## src/inc/acc_pkg.sv

```systemverilog
package acc_pkg;

  // ----------------------------------------------------------------------
  // Register map
  // ----------------------------------------------------------------------
  localparam int          AW             = 32;
  localparam int          DW             = 32;
  localparam logic [31:0] ADDR_CTRL      = 32'h0000_0f90;
  localparam logic [31:0] ADDR_AUX       = 32'h0000_0f94;
  localparam logic [31:0] ADDR_STAT      = 32'h0000_0f98;
  localparam logic [31:0] ADDR_MASK      = 32'h0000_0f9c;

  // ----------------------------------------------------------------------
  // Control register fields
  // ----------------------------------------------------------------------
  localparam int          CTRL_W         = 8;
  localparam logic [7:0]  CTRL_RESET     = 8'h14;
  localparam int          POS_SEL_BIT    = 7;
  localparam int          NEG_SEL_BIT    = 6;
  localparam int          REF_HI         = 5;
  localparam int          REF_LO_LARGE   = 2;
  localparam int          REF_LO_SMALL   = 0;

  // ----------------------------------------------------------------------
  // Auxiliary register fields
  // ----------------------------------------------------------------------
  localparam int          AUX_W          = 8;
  localparam logic [7:0]  AUX_RESET      = 8'h00;
  localparam int          AUX_PD_BIT     = 0;
  localparam int          AUX_ROUTE_BIT  = 1;
  localparam int          AUX_PKG_BIT    = 6;
  localparam int          AUX_RESULT_BIT = 7;

  // ----------------------------------------------------------------------
  // Events and interrupt
  // ----------------------------------------------------------------------
  localparam int          EV_W           = 2;
  localparam int          EV_RISE        = 0;
  localparam int          EV_FALL        = 1;
  localparam logic [1:0]  EV_RESET       = 2'h0;

  // ----------------------------------------------------------------------
  // Analog levels in millivolts
  // ----------------------------------------------------------------------
  localparam int          MV_W           = 12;
  localparam logic [11:0] STEP_LARGE_MV  = 12'h0c8;
  localparam logic [11:0] STEP_SMALL_MV  = 12'h032;
  localparam logic [12:0] HYST_MV        = 13'h000a;

  // ----------------------------------------------------------------------
  // Bus
  // ----------------------------------------------------------------------
  localparam int          HTRANS_ACT_BIT = 1;
  localparam logic        HRESP_OKAY     = 1'b0;

  typedef enum logic [1:0] {
    ACC_IDLE,
    ACC_WAIT,
    ACC_RESP
  } acc_bus_t;

endpackage

```

## src/rtl/acc_sync.sv

```systemverilog
module acc_sync
  import acc_pkg::*;
#(
  parameter int W = 1
) (
  input  wire logic         clk,     // System clock.
  input  wire logic         arst_n,  // Asynchronous reset, active low.
  input  wire logic [W-1:0] d,       // Level from another domain.
  output logic      [W-1:0] q        // Level after two flip-flops.
);

  logic [W-1:0] meta;

  always_ff @(posedge clk or negedge arst_n) begin
    if (!arst_n) begin
      meta <= '0;
      q    <= '0;
    end else begin
      meta <= d;
      q    <= meta;
    end
  end

endmodule // acc_sync

```

## src/rtl/acc_top.sv

```systemverilog
// Contract
// - Result high/low beyond hysteresis margin.
// - Inside hysteresis band, result holds.
// - Result feeds interrupt and routable pin.
// - Bit 7 picks pin or temperature sensor.
// - Bit 6 picks pin or internal reference.
// - Large package: bits 5:2, 0.2 V steps.
// - Small package: bits 5:0, 0.05 V steps.
// - Large package ignores bits 1:0.
// - Reference set only by this register.
// - Powered down comparator holds its result.
module acc_top
  import acc_pkg::*;
(
  input  wire logic            clk,              // System clock.
  input  wire logic            arst_n,           // Async reset, low.
  input  wire logic            hsel,             // Slave select.
  input  wire logic [AW-1:0]   haddr,            // Byte address.
  input  wire logic [1:0]      htrans,           // Transfer type.
  input  wire logic            hwrite,           // Write when high.
  input  wire logic [2:0]      hsize,            // Transfer size.
  input  wire logic            hready,           // Bus ready in.
  input  wire logic [DW-1:0]   hwdata,           // Write data.
  output logic      [DW-1:0]   hrdata,           // Read data.
  output logic                 hreadyout,        // Slave ready.
  output logic                 hresp,            // Always OKAY.
  input  wire logic [MV_W-1:0] pos_input_pin,    // Positive pin, mV.
  input  wire logic [MV_W-1:0] neg_input_pin,    // Negative pin, mV.
  input  wire logic [MV_W-1:0] temp_sense_mv,    // Sensor level, mV.
  input  wire logic            small_package,    // Package strap.
  output logic                 ref_enable,       // Reference on.
  output logic [MV_W-1:0]      ref_level_mv,     // Reference level.
  output logic                 cmp_powered,      // Core powered.
  output logic                 cmp_result,       // Held result.
  output logic                 cmp_pin_out,      // Pin data.
  output logic                 cmp_pin_oe_n,     // Pin enable, low.
  output logic                 irq               // Interrupt level.
);

  // ----------------------------------------------------------------------
  // Reset release
  // ----------------------------------------------------------------------
  logic rst_n;

  acc_sync #(.W(1)) u_rst_sync (
    .clk    (clk),
    .arst_n (arst_n),
    .d      (1'b1),
    .q      (rst_n)
  );

  // ----------------------------------------------------------------------
  // Register state
  // ----------------------------------------------------------------------
  logic [CTRL_W-1:0] comparator_control;
  logic [AUX_W-1:0]  aux_control;
  logic [EV_W-1:0]   event_status;
  logic [EV_W-1:0]   event_mask;
  logic              pkg_small;

  // ----------------------------------------------------------------------
  // AHB-Lite slave, one wait state on every transfer
  // ----------------------------------------------------------------------
  acc_bus_t        bus_state;
  acc_bus_t        next_bus_state;
  logic [AW-1:0]   req_addr;
  logic            req_write;
  logic            take;
  logic            wr_ctrl;
  logic            wr_aux;
  logic            wr_stat;
  logic            wr_mask;
  logic [DW-1:0]   next_rdata;

  assign take = hsel && htrans[HTRANS_ACT_BIT] && hready;

  always_comb begin
    next_bus_state = bus_state;
    case (bus_state)
      ACC_IDLE: begin
        if (take) begin
          next_bus_state = ACC_WAIT;
        end
      end
      ACC_WAIT: begin
        next_bus_state = ACC_RESP;
      end
      ACC_RESP: begin
        if (take) begin
          next_bus_state = ACC_WAIT;
        end else begin
          next_bus_state = ACC_IDLE;
        end
      end
      default: begin
        next_bus_state = ACC_IDLE;
      end
    endcase
  end

  always_ff @(posedge clk or negedge rst_n) begin
    if (!rst_n) begin
      bus_state <= ACC_IDLE;
    end else begin
      bus_state <= next_bus_state;
    end
  end

  always_ff @(posedge clk or negedge rst_n) begin
    if (!rst_n) begin
      req_addr  <= '0;
      req_write <= 1'b0;
    end else if (take && bus_state != ACC_WAIT) begin
      req_addr  <= haddr;
      req_write <= hwrite;
    end
  end

  assign hreadyout = (bus_state != ACC_WAIT);
  assign hresp     = HRESP_OKAY;

  always_comb begin
    wr_ctrl = 1'b0;
    wr_aux  = 1'b0;
    wr_stat = 1'b0;
    wr_mask = 1'b0;
    if (bus_state == ACC_WAIT && req_write) begin
      if (req_addr == ADDR_CTRL) begin
        wr_ctrl = 1'b1;
      end else if (req_addr == ADDR_AUX) begin
        wr_aux = 1'b1;
      end else if (req_addr == ADDR_STAT) begin
        wr_stat = 1'b1;
      end else if (req_addr == ADDR_MASK) begin
        wr_mask = 1'b1;
      end
    end
  end

  always_comb begin
    next_rdata = '0;
    if (req_addr == ADDR_CTRL) begin
      next_rdata = DW'(comparator_control);
    end else if (req_addr == ADDR_AUX) begin
      next_rdata = DW'({cmp_result, pkg_small,
                        aux_control[AUX_PKG_BIT-1:0]});
    end else if (req_addr == ADDR_STAT) begin
      next_rdata = DW'(event_status);
    end else if (req_addr == ADDR_MASK) begin
      next_rdata = DW'(event_mask);
    end
  end

  always_ff @(posedge clk or negedge rst_n) begin
    if (!rst_n) begin
      hrdata <= '0;
    end else if (bus_state == ACC_WAIT && !req_write) begin
      hrdata <= next_rdata;
    end
  end

  // ----------------------------------------------------------------------
  // Configuration registers
  // ----------------------------------------------------------------------
  // The reference follows this register alone; the converter's own
  // reference selection never reaches this block.
  always_ff @(posedge clk or negedge rst_n) begin
    if (!rst_n) begin
      comparator_control <= CTRL_RESET;
    end else if (wr_ctrl) begin
      comparator_control <= hwdata[CTRL_W-1:0];
    end
  end

  always_ff @(posedge clk or negedge rst_n) begin
    if (!rst_n) begin
      aux_control <= AUX_RESET;
    end else if (wr_aux) begin
      aux_control <= hwdata[AUX_W-1:0];
    end
  end

  always_ff @(posedge clk or negedge rst_n) begin
    if (!rst_n) begin
      event_mask <= EV_RESET;
    end else if (wr_mask) begin
      event_mask <= hwdata[EV_W-1:0];
    end
  end

  acc_sync #(.W(1)) u_pkg_sync (
    .clk    (clk),
    .arst_n (rst_n),
    .d      (small_package),
    .q      (pkg_small)
  );

  // ----------------------------------------------------------------------
  // Input selection and reference level
  // ----------------------------------------------------------------------
  logic [MV_W-1:0] pos_mv;
  logic [MV_W-1:0] neg_mv;
  logic [MV_W-1:0] ref_mv;

  always_comb begin
    if (pkg_small) begin
      ref_mv = MV_W'(comparator_control[REF_HI:REF_LO_SMALL])
               * STEP_SMALL_MV;
    end else begin
      ref_mv = MV_W'(comparator_control[REF_HI:REF_LO_LARGE])
               * STEP_LARGE_MV;
    end
  end

  assign pos_mv = comparator_control[POS_SEL_BIT] ? temp_sense_mv
                : pos_input_pin;
  assign neg_mv = comparator_control[NEG_SEL_BIT] ? ref_mv
                : neg_input_pin;

  assign ref_enable   = comparator_control[NEG_SEL_BIT];
  assign ref_level_mv = ref_mv;
  assign cmp_powered  = !aux_control[AUX_PD_BIT];

  // ----------------------------------------------------------------------
  // Comparator core and result synchroniser
  // ----------------------------------------------------------------------
  logic [1:0] core_dec;
  logic [1:0] sync_dec;
  logic       above_s;
  logic       below_s;

  // The core decides on its own timing; its two decisions are treated as
  // asynchronous and cross into the bus logic through two flip-flops.
  always_ff @(posedge clk or negedge rst_n) begin
    if (!rst_n) begin
      core_dec <= '0;
    end else begin
      core_dec[1] <= {1'b0, pos_mv} > {1'b0, neg_mv} + HYST_MV;
      core_dec[0] <= {1'b0, neg_mv} > {1'b0, pos_mv} + HYST_MV;
    end
  end

  acc_sync #(.W(2)) u_dec_sync (
    .clk    (clk),
    .arst_n (rst_n),
    .d      (core_dec),
    .q      (sync_dec)
  );

  assign above_s = sync_dec[1];
  assign below_s = sync_dec[0];

  always_ff @(posedge clk or negedge rst_n) begin
    if (!rst_n) begin
      cmp_result <= 1'b0;
    end else if (cmp_powered) begin
      if (above_s) begin
        cmp_result <= 1'b1;
      end else if (below_s) begin
        cmp_result <= 1'b0;
      end
    end
  end

  // ----------------------------------------------------------------------
  // Pin route and interrupt
  // ----------------------------------------------------------------------
  logic       result_d;
  logic [1:0] ev_set;

  always_ff @(posedge clk or negedge rst_n) begin
    if (!rst_n) begin
      result_d     <= 1'b0;
      cmp_pin_out  <= 1'b0;
      cmp_pin_oe_n <= 1'b1;
    end else begin
      result_d     <= cmp_result;
      cmp_pin_out  <= cmp_result;
      cmp_pin_oe_n <= !aux_control[AUX_ROUTE_BIT];
    end
  end

  assign ev_set[EV_RISE] = cmp_result && !result_d;
  assign ev_set[EV_FALL] = !cmp_result && result_d;

  // A new event wins over a write-one clear in the same cycle.
  always_ff @(posedge clk or negedge rst_n) begin
    if (!rst_n) begin
      event_status <= EV_RESET;
    end else begin
      event_status <= (event_status & ~({EV_W{wr_stat}}
                      & hwdata[EV_W-1:0])) | ev_set;
    end
  end

  assign irq = |(event_status & event_mask);
endmodule // acc_top

```

## config.mk

```make
export PLATFORM = sky130hd
export DESIGN_NAME = acc_top
export DESIGN_NICKNAME = d
export VERILOG_FILES = /design/src/inc/acc_pkg.sv /design/src/rtl/acc_sync.sv /design/src/rtl/acc_top.sv
export SDC_FILE = /design/constraint.sdc
export NUM_CORES = 1
export LEC_CHECK = 0
export BUFFER_PORTS_ARGS = -buffer_cell sky130_fd_sc_hd__buf_2
export CORE_ASPECT_RATIO = 0.5
export CORE_MARGIN = 2
export CORE_UTILIZATION = 50
export DETAILED_ROUTE_END_ITERATION = 10
export GPL_TIMING_DRIVEN = 0
export PLACE_DENSITY_LB_ADDON = 0.15
export REMOVE_ABC_BUFFERS = 1
export SLEW_MARGIN = 20
export SYNTH_ARGS = -nofsm -noshare
export SYNTH_HDL_FRONTEND = slang
export SYNTH_SLANG_ARGS = --single-unit
```

## constraint.sdc

```tcl
create_clock -name clk -period 6.2 [get_ports clk]
set_clock_uncertainty 0.15 [all_clocks]
set_input_delay 1.24 -clock clk [delete_from_list [all_inputs] [get_ports clk]]
set_output_delay 1.24 -clock clk [all_outputs]
set_load 0.005 [all_outputs]
```

== Word level (Yosys, flattened, before mapping) ==
Cells that the tools add are included.

* Bits in registers: 98
* Bits in latches: 0
* Memory bits (writable): 0
* Bits in read-only memories: 0
* Input bits: 111
* Memories: 0

* $add $sub $neg: 2
* Multiply operators: 2
* Divide/modulo/power cells: 0
* $lt $le $gt $ge: 2
* Eq/ne operators: 8
* Shifts and indexed selects: 0
* Muxes and demuxes: 26
* Bitwise logic cells: 6
* Reductions and logical operators: 16

{| class="wikitable"
|+ Operators with widths
! kind !! count
|-
| $eq 32x12->1 const B || 4
|-
| $mux 12 || 3
|-
| $add 12x4->13 const B || 2
|-
| $gt 12x13->1 || 2
|-
| $mux 1 || 17
|-
| $mux 8 || 2
|-
| $mul 6x5->11 const B || 1
|-
| $mul 4x5->9 const B || 1
|-
| $logic_and 1x1->1 || 7
|-
| $and 2x2->2 || 3
|-
| $mux 2 || 3
|-
| $pmux 2 s3 || 1
|-
| $logic_not 1->1 || 5
|-
| $eq 2x1->1 const B || 1
|-
| $eq 2x2->1 const B || 1
|-
| $logic_not 2->1 || 1
|-
| $ne 2x1->1 const B || 1
|-
| $ne 2x2->1 const B || 1
|-
| $not 2->2 || 1
|-
| $or 2x2->2 || 1
|-
| $reduce_and 2->1 || 1
|-
| $reduce_bool 2->1 || 1
|-
| $reduce_or 2->1 || 1
|-
| $not 1->1 || 1
|}

== Depth between registers and ports, before layout ==
* Depth in word-level cells: 9
* Depth in mapped cells: 18

== Cells and area by module ==
Synthesis repeated with hierarchy kept, for this count alone.

* Cells, all modules: 468
* Area, all modules: 5061.1 um2

{| class="wikitable"
|+ By module, submodules not included
! module !! instances !! cells an instance !! area an instance (um2) !! sequential area each (um2)
|-
| acc_top || 1 || 460 || 4860.9 || 1655.3
|-
| acc_sync (u_dec_sync) || 1 || 4 || 100.1 || 100.1
|-
| acc_sync (u_pkg_sync ...) || 2 || 2 || 50.0 || 50.0
|}

== Worst setup path before layout ==
No wires, ideal clock.

* Path kind: reg2reg
* Start: register comparator_control[2]
* End: register core_dec[1]
* Setup time: 0.151 ns
* Data arrival time: 4.246 ns
* Data required time: 5.899 ns
* Path slack: 1.653 ns
* Cell stages (with the launch flop): 17
* Clock period less this slack: 4.547 ns
* Cells stage by stage: dfstp_2 ha_1 ha_1 ha_1 ha_1 a211oi_1 nor4_1 or4_1 o22a_1 xnor2_1 ha_1 nand2_1 or3_1 a211oi_1 or4b_2 nand3_1 a41oi_1

* Longest elaborated chain between the ends: 5
* Elaborated cells between the ends (all ways): 6

{| class="wikitable"
|+ RTL lines
! element !! line !! source
|-
| start: declaration || acc_top.sv:55 || <nowiki>logic [CTRL_W-1:0] comparator_control;</nowiki>
|-
| start signal: assignment || acc_top.sv:171 || <nowiki>comparator_control <= hwdata[CTRL_W-1:0];</nowiki>
|-
| $mul 6x5->11 / $mul 4x5->9 (equally long branches) || acc_top.sv:208, acc_top.sv:211 ||
|-
| $mux 12 (*) || acc_top.sv:206 || <nowiki>if (pkg_small) begin</nowiki>
|-
| $mux 12 (*) || acc_top.sv:217 || <nowiki>assign neg_mv = comparator_control[NEG_SEL_BIT] ? ref_mv</nowiki>
|-
| $add 12x4->13 (*) || acc_top.sv:238 || <nowiki>core_dec[1] <= {1'b0, pos_mv} > {1'b0, neg_mv} + HYST_MV;</nowiki>
|-
| $gt 12x13->1 (*) || acc_top.sv:238 ||
|-
| end signal: assignment || acc_top.sv:238 ||
|-
| end: declaration || acc_top.sv:227 || <nowiki>logic [1:0] core_dec;</nowiki>
|}

Every way passes the cells marked *; elsewhere a longest branch is shown, timed or not.
A chain may end at the register's enable or synchronous reset.

== Worst setup path after layout ==
Ends and elaborated chain as after synthesis.

==> summary.txt <==
Finish
  • # nets final: 744
  • Proportion of layout cells with a drive suffix above 1: 0.352
  • P&R area growth vs syn: 18.1%
  • # diodes: 0

Yosys
  • Number of unique standard cell types used by synthesis: 63
  • Synth top area cells: dfrtp_1 35%, mux2_2 14%, ha_1 12%, buf_4 4.0%, xnor2_1 2.6%
  • Ys Warns: 0
  • Syn avg cell area: 10.6 um^2
  • #FFs+latches synth: 74
  • Post-synth EDFFs: 0
  • Mapped cell area: around 5100 um^2
  • Mapped Cells: 476
  • Commonest cells in the netlist: 71 x dfrtp_1, 63 x mux2_2, 48 x ha_1
  • Largest area contributor in the netlist: dfrtp_1
  • Fraction of the yosys area taken by sequential cells: 0.367
  • Main synth FF type: dfrtp_1
  • Share of the synthesized area in the top cell type: 0.351
  • Count leader, synth: dfrtp_1
  • Post-synth ARST share: 1.00

Timing
  • Fmax: 194 MHz
  • Worst-Margin Slew: 0.779 ns
  • Post-route minimum period: 5.15 ns
  • Sum Neg Setup Slack: 0 ns
  • Fin crit share: 0.831
  • Final hold vios: 0
  • RSZ-0062 raised after global routing: false
  • Fin. max-slew vios: 0
  • Final setup fails: 0
  • Slew Limit Headroom: 0.480
  • Min Hold Slack: 0.141 ns

Clock network
  • Longest Clk Path Bufs: 2
  • # Post-CTS Setup Buffers: 0
  • Cts hold-fix bufs: 0
  • Post-CTS resize count: 0
  • Cts bufs inserted: 9
  • Clock slew at reported path FFs: about 0.06 ns
  • CTS root buffer: clkbuf_16
  • H-tree depth: 3
  • Clock Sinks: 74
  • Latest clock arrival within the worst-skew pair: 0.33 ns
  • CTS tree: done

Global routing
  • Initial antenna violation count: 0
  • Largest net degree at the start of global routing: 38
  • First-pass GRT wire length: 18300 um
  • Total Routing Usage GR: 0.210
  • Overflow after GRT: 0
  • Vias in the first global route: 3774

Floorplan
  • I/O pins: ~160
  • Placement row count: 25
  • Core footprint: 9630 um^2
  • DIE WIDTH: approximately 150 um
  • Starting Density: 0.525
  • Chip height: approximately 75 um
  • Die area: 11000 um^2

Place
  • RePlAce Congestion: 0.817
  • HPWL after DPL: 8570 um
  • I/O Buffers: roughly 110

Critical path
  • CP Max Fanout: 8
  • Kind of critical path: reg -> reg
  • Crit path required time: 6.19 ns
  • Data arrival time of the critical path: 5.14 ns
  • Critical path launch point type: flip-flop
  • CP Capture Type: flip-flop

Routing
  • # DRC: 0
  • Via total after detailed routing: 3780
  • Routed WL per cell: 15.1 um
  • Via/cell ratio: 5.23
  • Final wirelength: 10900 um
  • Initial DRC count: around 150
  • Drt first pass iters: 4
  • Routed Antenna Nets: 0

Pwr
  • Lkg Pwr: 2.88 nW
  • Maximum vdd drop: ~0.00012 V
  • Overall power: 1.54 mW
  • P per Cell Area: 258 nW/um^2

Worst hold path
  • Worst min path class: reg -> async

Flow run
  • # Max-Cap Violations: 0

Run status
  • Outcome: completed
[final cells by class]
class	instances	area [um^2]
Clock buffer	9	225
Clock inverter	7	93.8
Fill cell	823	3660
Inverter	29	109
Multi-Input combinational cell	359	2940
Sequential cell	74	1860
Tap cell	135	169
Timing Repair Buffer	110	576
[placed cells by master (no fill, tap or decap), types with 3 or more instances in the layout]
master / count
a211oi_1: 5
nand2b_1: 3
nor4_1: 8
nor2_1: 15
clkbuf_16: 9
xor2_1: 8
conb_1: 27
nand2_1: 29
a22o_1: 8
o21a_1: 4
o31ai_1: 3
mux2_2: 63
nor2b_1: 7
dfstp_2: 3
a21o_1: 5
dfrtp_1: 70
mux2i_1: 9
inv_1: 29
nand3_1: 10
nand4_1: 5
ha_1: 48
xnor2_1: 15
o211ai_1: 4
a21oi_1: 12
and2_1: 6
o21ai_0: 14
nor3_1: 8
buf_2: 108
[report_power, final]
part           internal (mW)  leakage [nW]  switching [mW]  total, mW
Clock                  0.351         0.151           0.195      0.546
Sequential             0.552         0.890          0.0571      0.609
Combinational          0.196          1.84           0.189      0.385
[layer usage]
| layer | vias up | part of all wire | track usage |
|---|---|---|---|
| met4 | 0 | 0.0088 | 0.0539 |
| met5 | - | 0 | 0 |
| met1 | 1795 | 0.48 | 0.284 |
| met3 | 8 | 0.052 | 0.0370 |
| li1 | 1875 | - | - |
| met2 | 102 | 0.46 | 0.361 |
[critical path, cell delays in order (launching register included)]
cell      delay, ns
dfstp_2        0.61
ha_1           0.25
ha_1           0.29
ha_1           0.31
ha_1           0.30
a211oi_1       0.53
o21ai_0        0.23
o21ai_2        0.27
nand4b_1       0.19
nor3_1         0.35
xnor2_1        0.16
ha_1           0.26
nand2_1        0.08
or3_1          0.14
a211oi_1       0.06
or4b_2         0.62
nand3_1        0.09
a41oi_1        0.06
[logic make-up (layout without fill, tap and decap cells)]
kind of cell | count (synthesis) | count (layout) | share of synthesized area
flip-flops | 74 | 74 | 0.367
XOR/XNOR | 23 | 23 | 0.0398
buffers and inverters | 68 | 155 | 0.0715
multiplexers | 74 | 74 | 0.167
AND/OR/NAND/NOR | 111 | 111 | 0.124
adder cells (fa/ha/maj) | 50 | 50 | 0.127
AO/OA/AOI/OAI | 74 | 74 | 0.102
other | 2 | 27 | 0.00148
[metrics by stage]
stage                     setup slack (ns)  std cells  cell area [um^2]  utilization
after global placement                1.14        705              5610        0.582
after floorplan                       1.63        462              4900            -
after CTS                             1.07        723              5970        0.620
after detailed placement              1.11        707              5650        0.587
after global routing                 0.770        723              5970        0.620
final                                 1.05        723              5970        0.620
[registers in the layout, summed over array words and instances, names as in the netlist, 2 cells and up]
signal / count
core_dec: 2
bus_state: 2
event_mask: 2
aux_control: 6
u_dec_sync.q: 2
comparator_control: 8
req_addr: 32
u_dec_sync.meta: 2
event_status: 2
hrdata: 8
[final timing paths]
path	from	end	slack (ns)	cells past startpoint
max	comparator_control[2]	core_dec[1]	1.05	17
min	u_rst_sync.q	req_addr[21]	0.14	0
max reg2reg	comparator_control[2]	core_dec[1]	1.05	17
min reg2reg	u_rst_sync.q	req_addr[21]	0.14	0
max in group asynchronous	u_rst_sync.q	cmp_pin_oe_n	5.15	1
min in group clk	u_dec_sync.meta[0]	u_dec_sync.q[0]	0.20	0
Note: power is estimated with default switching activity, not from simulation.
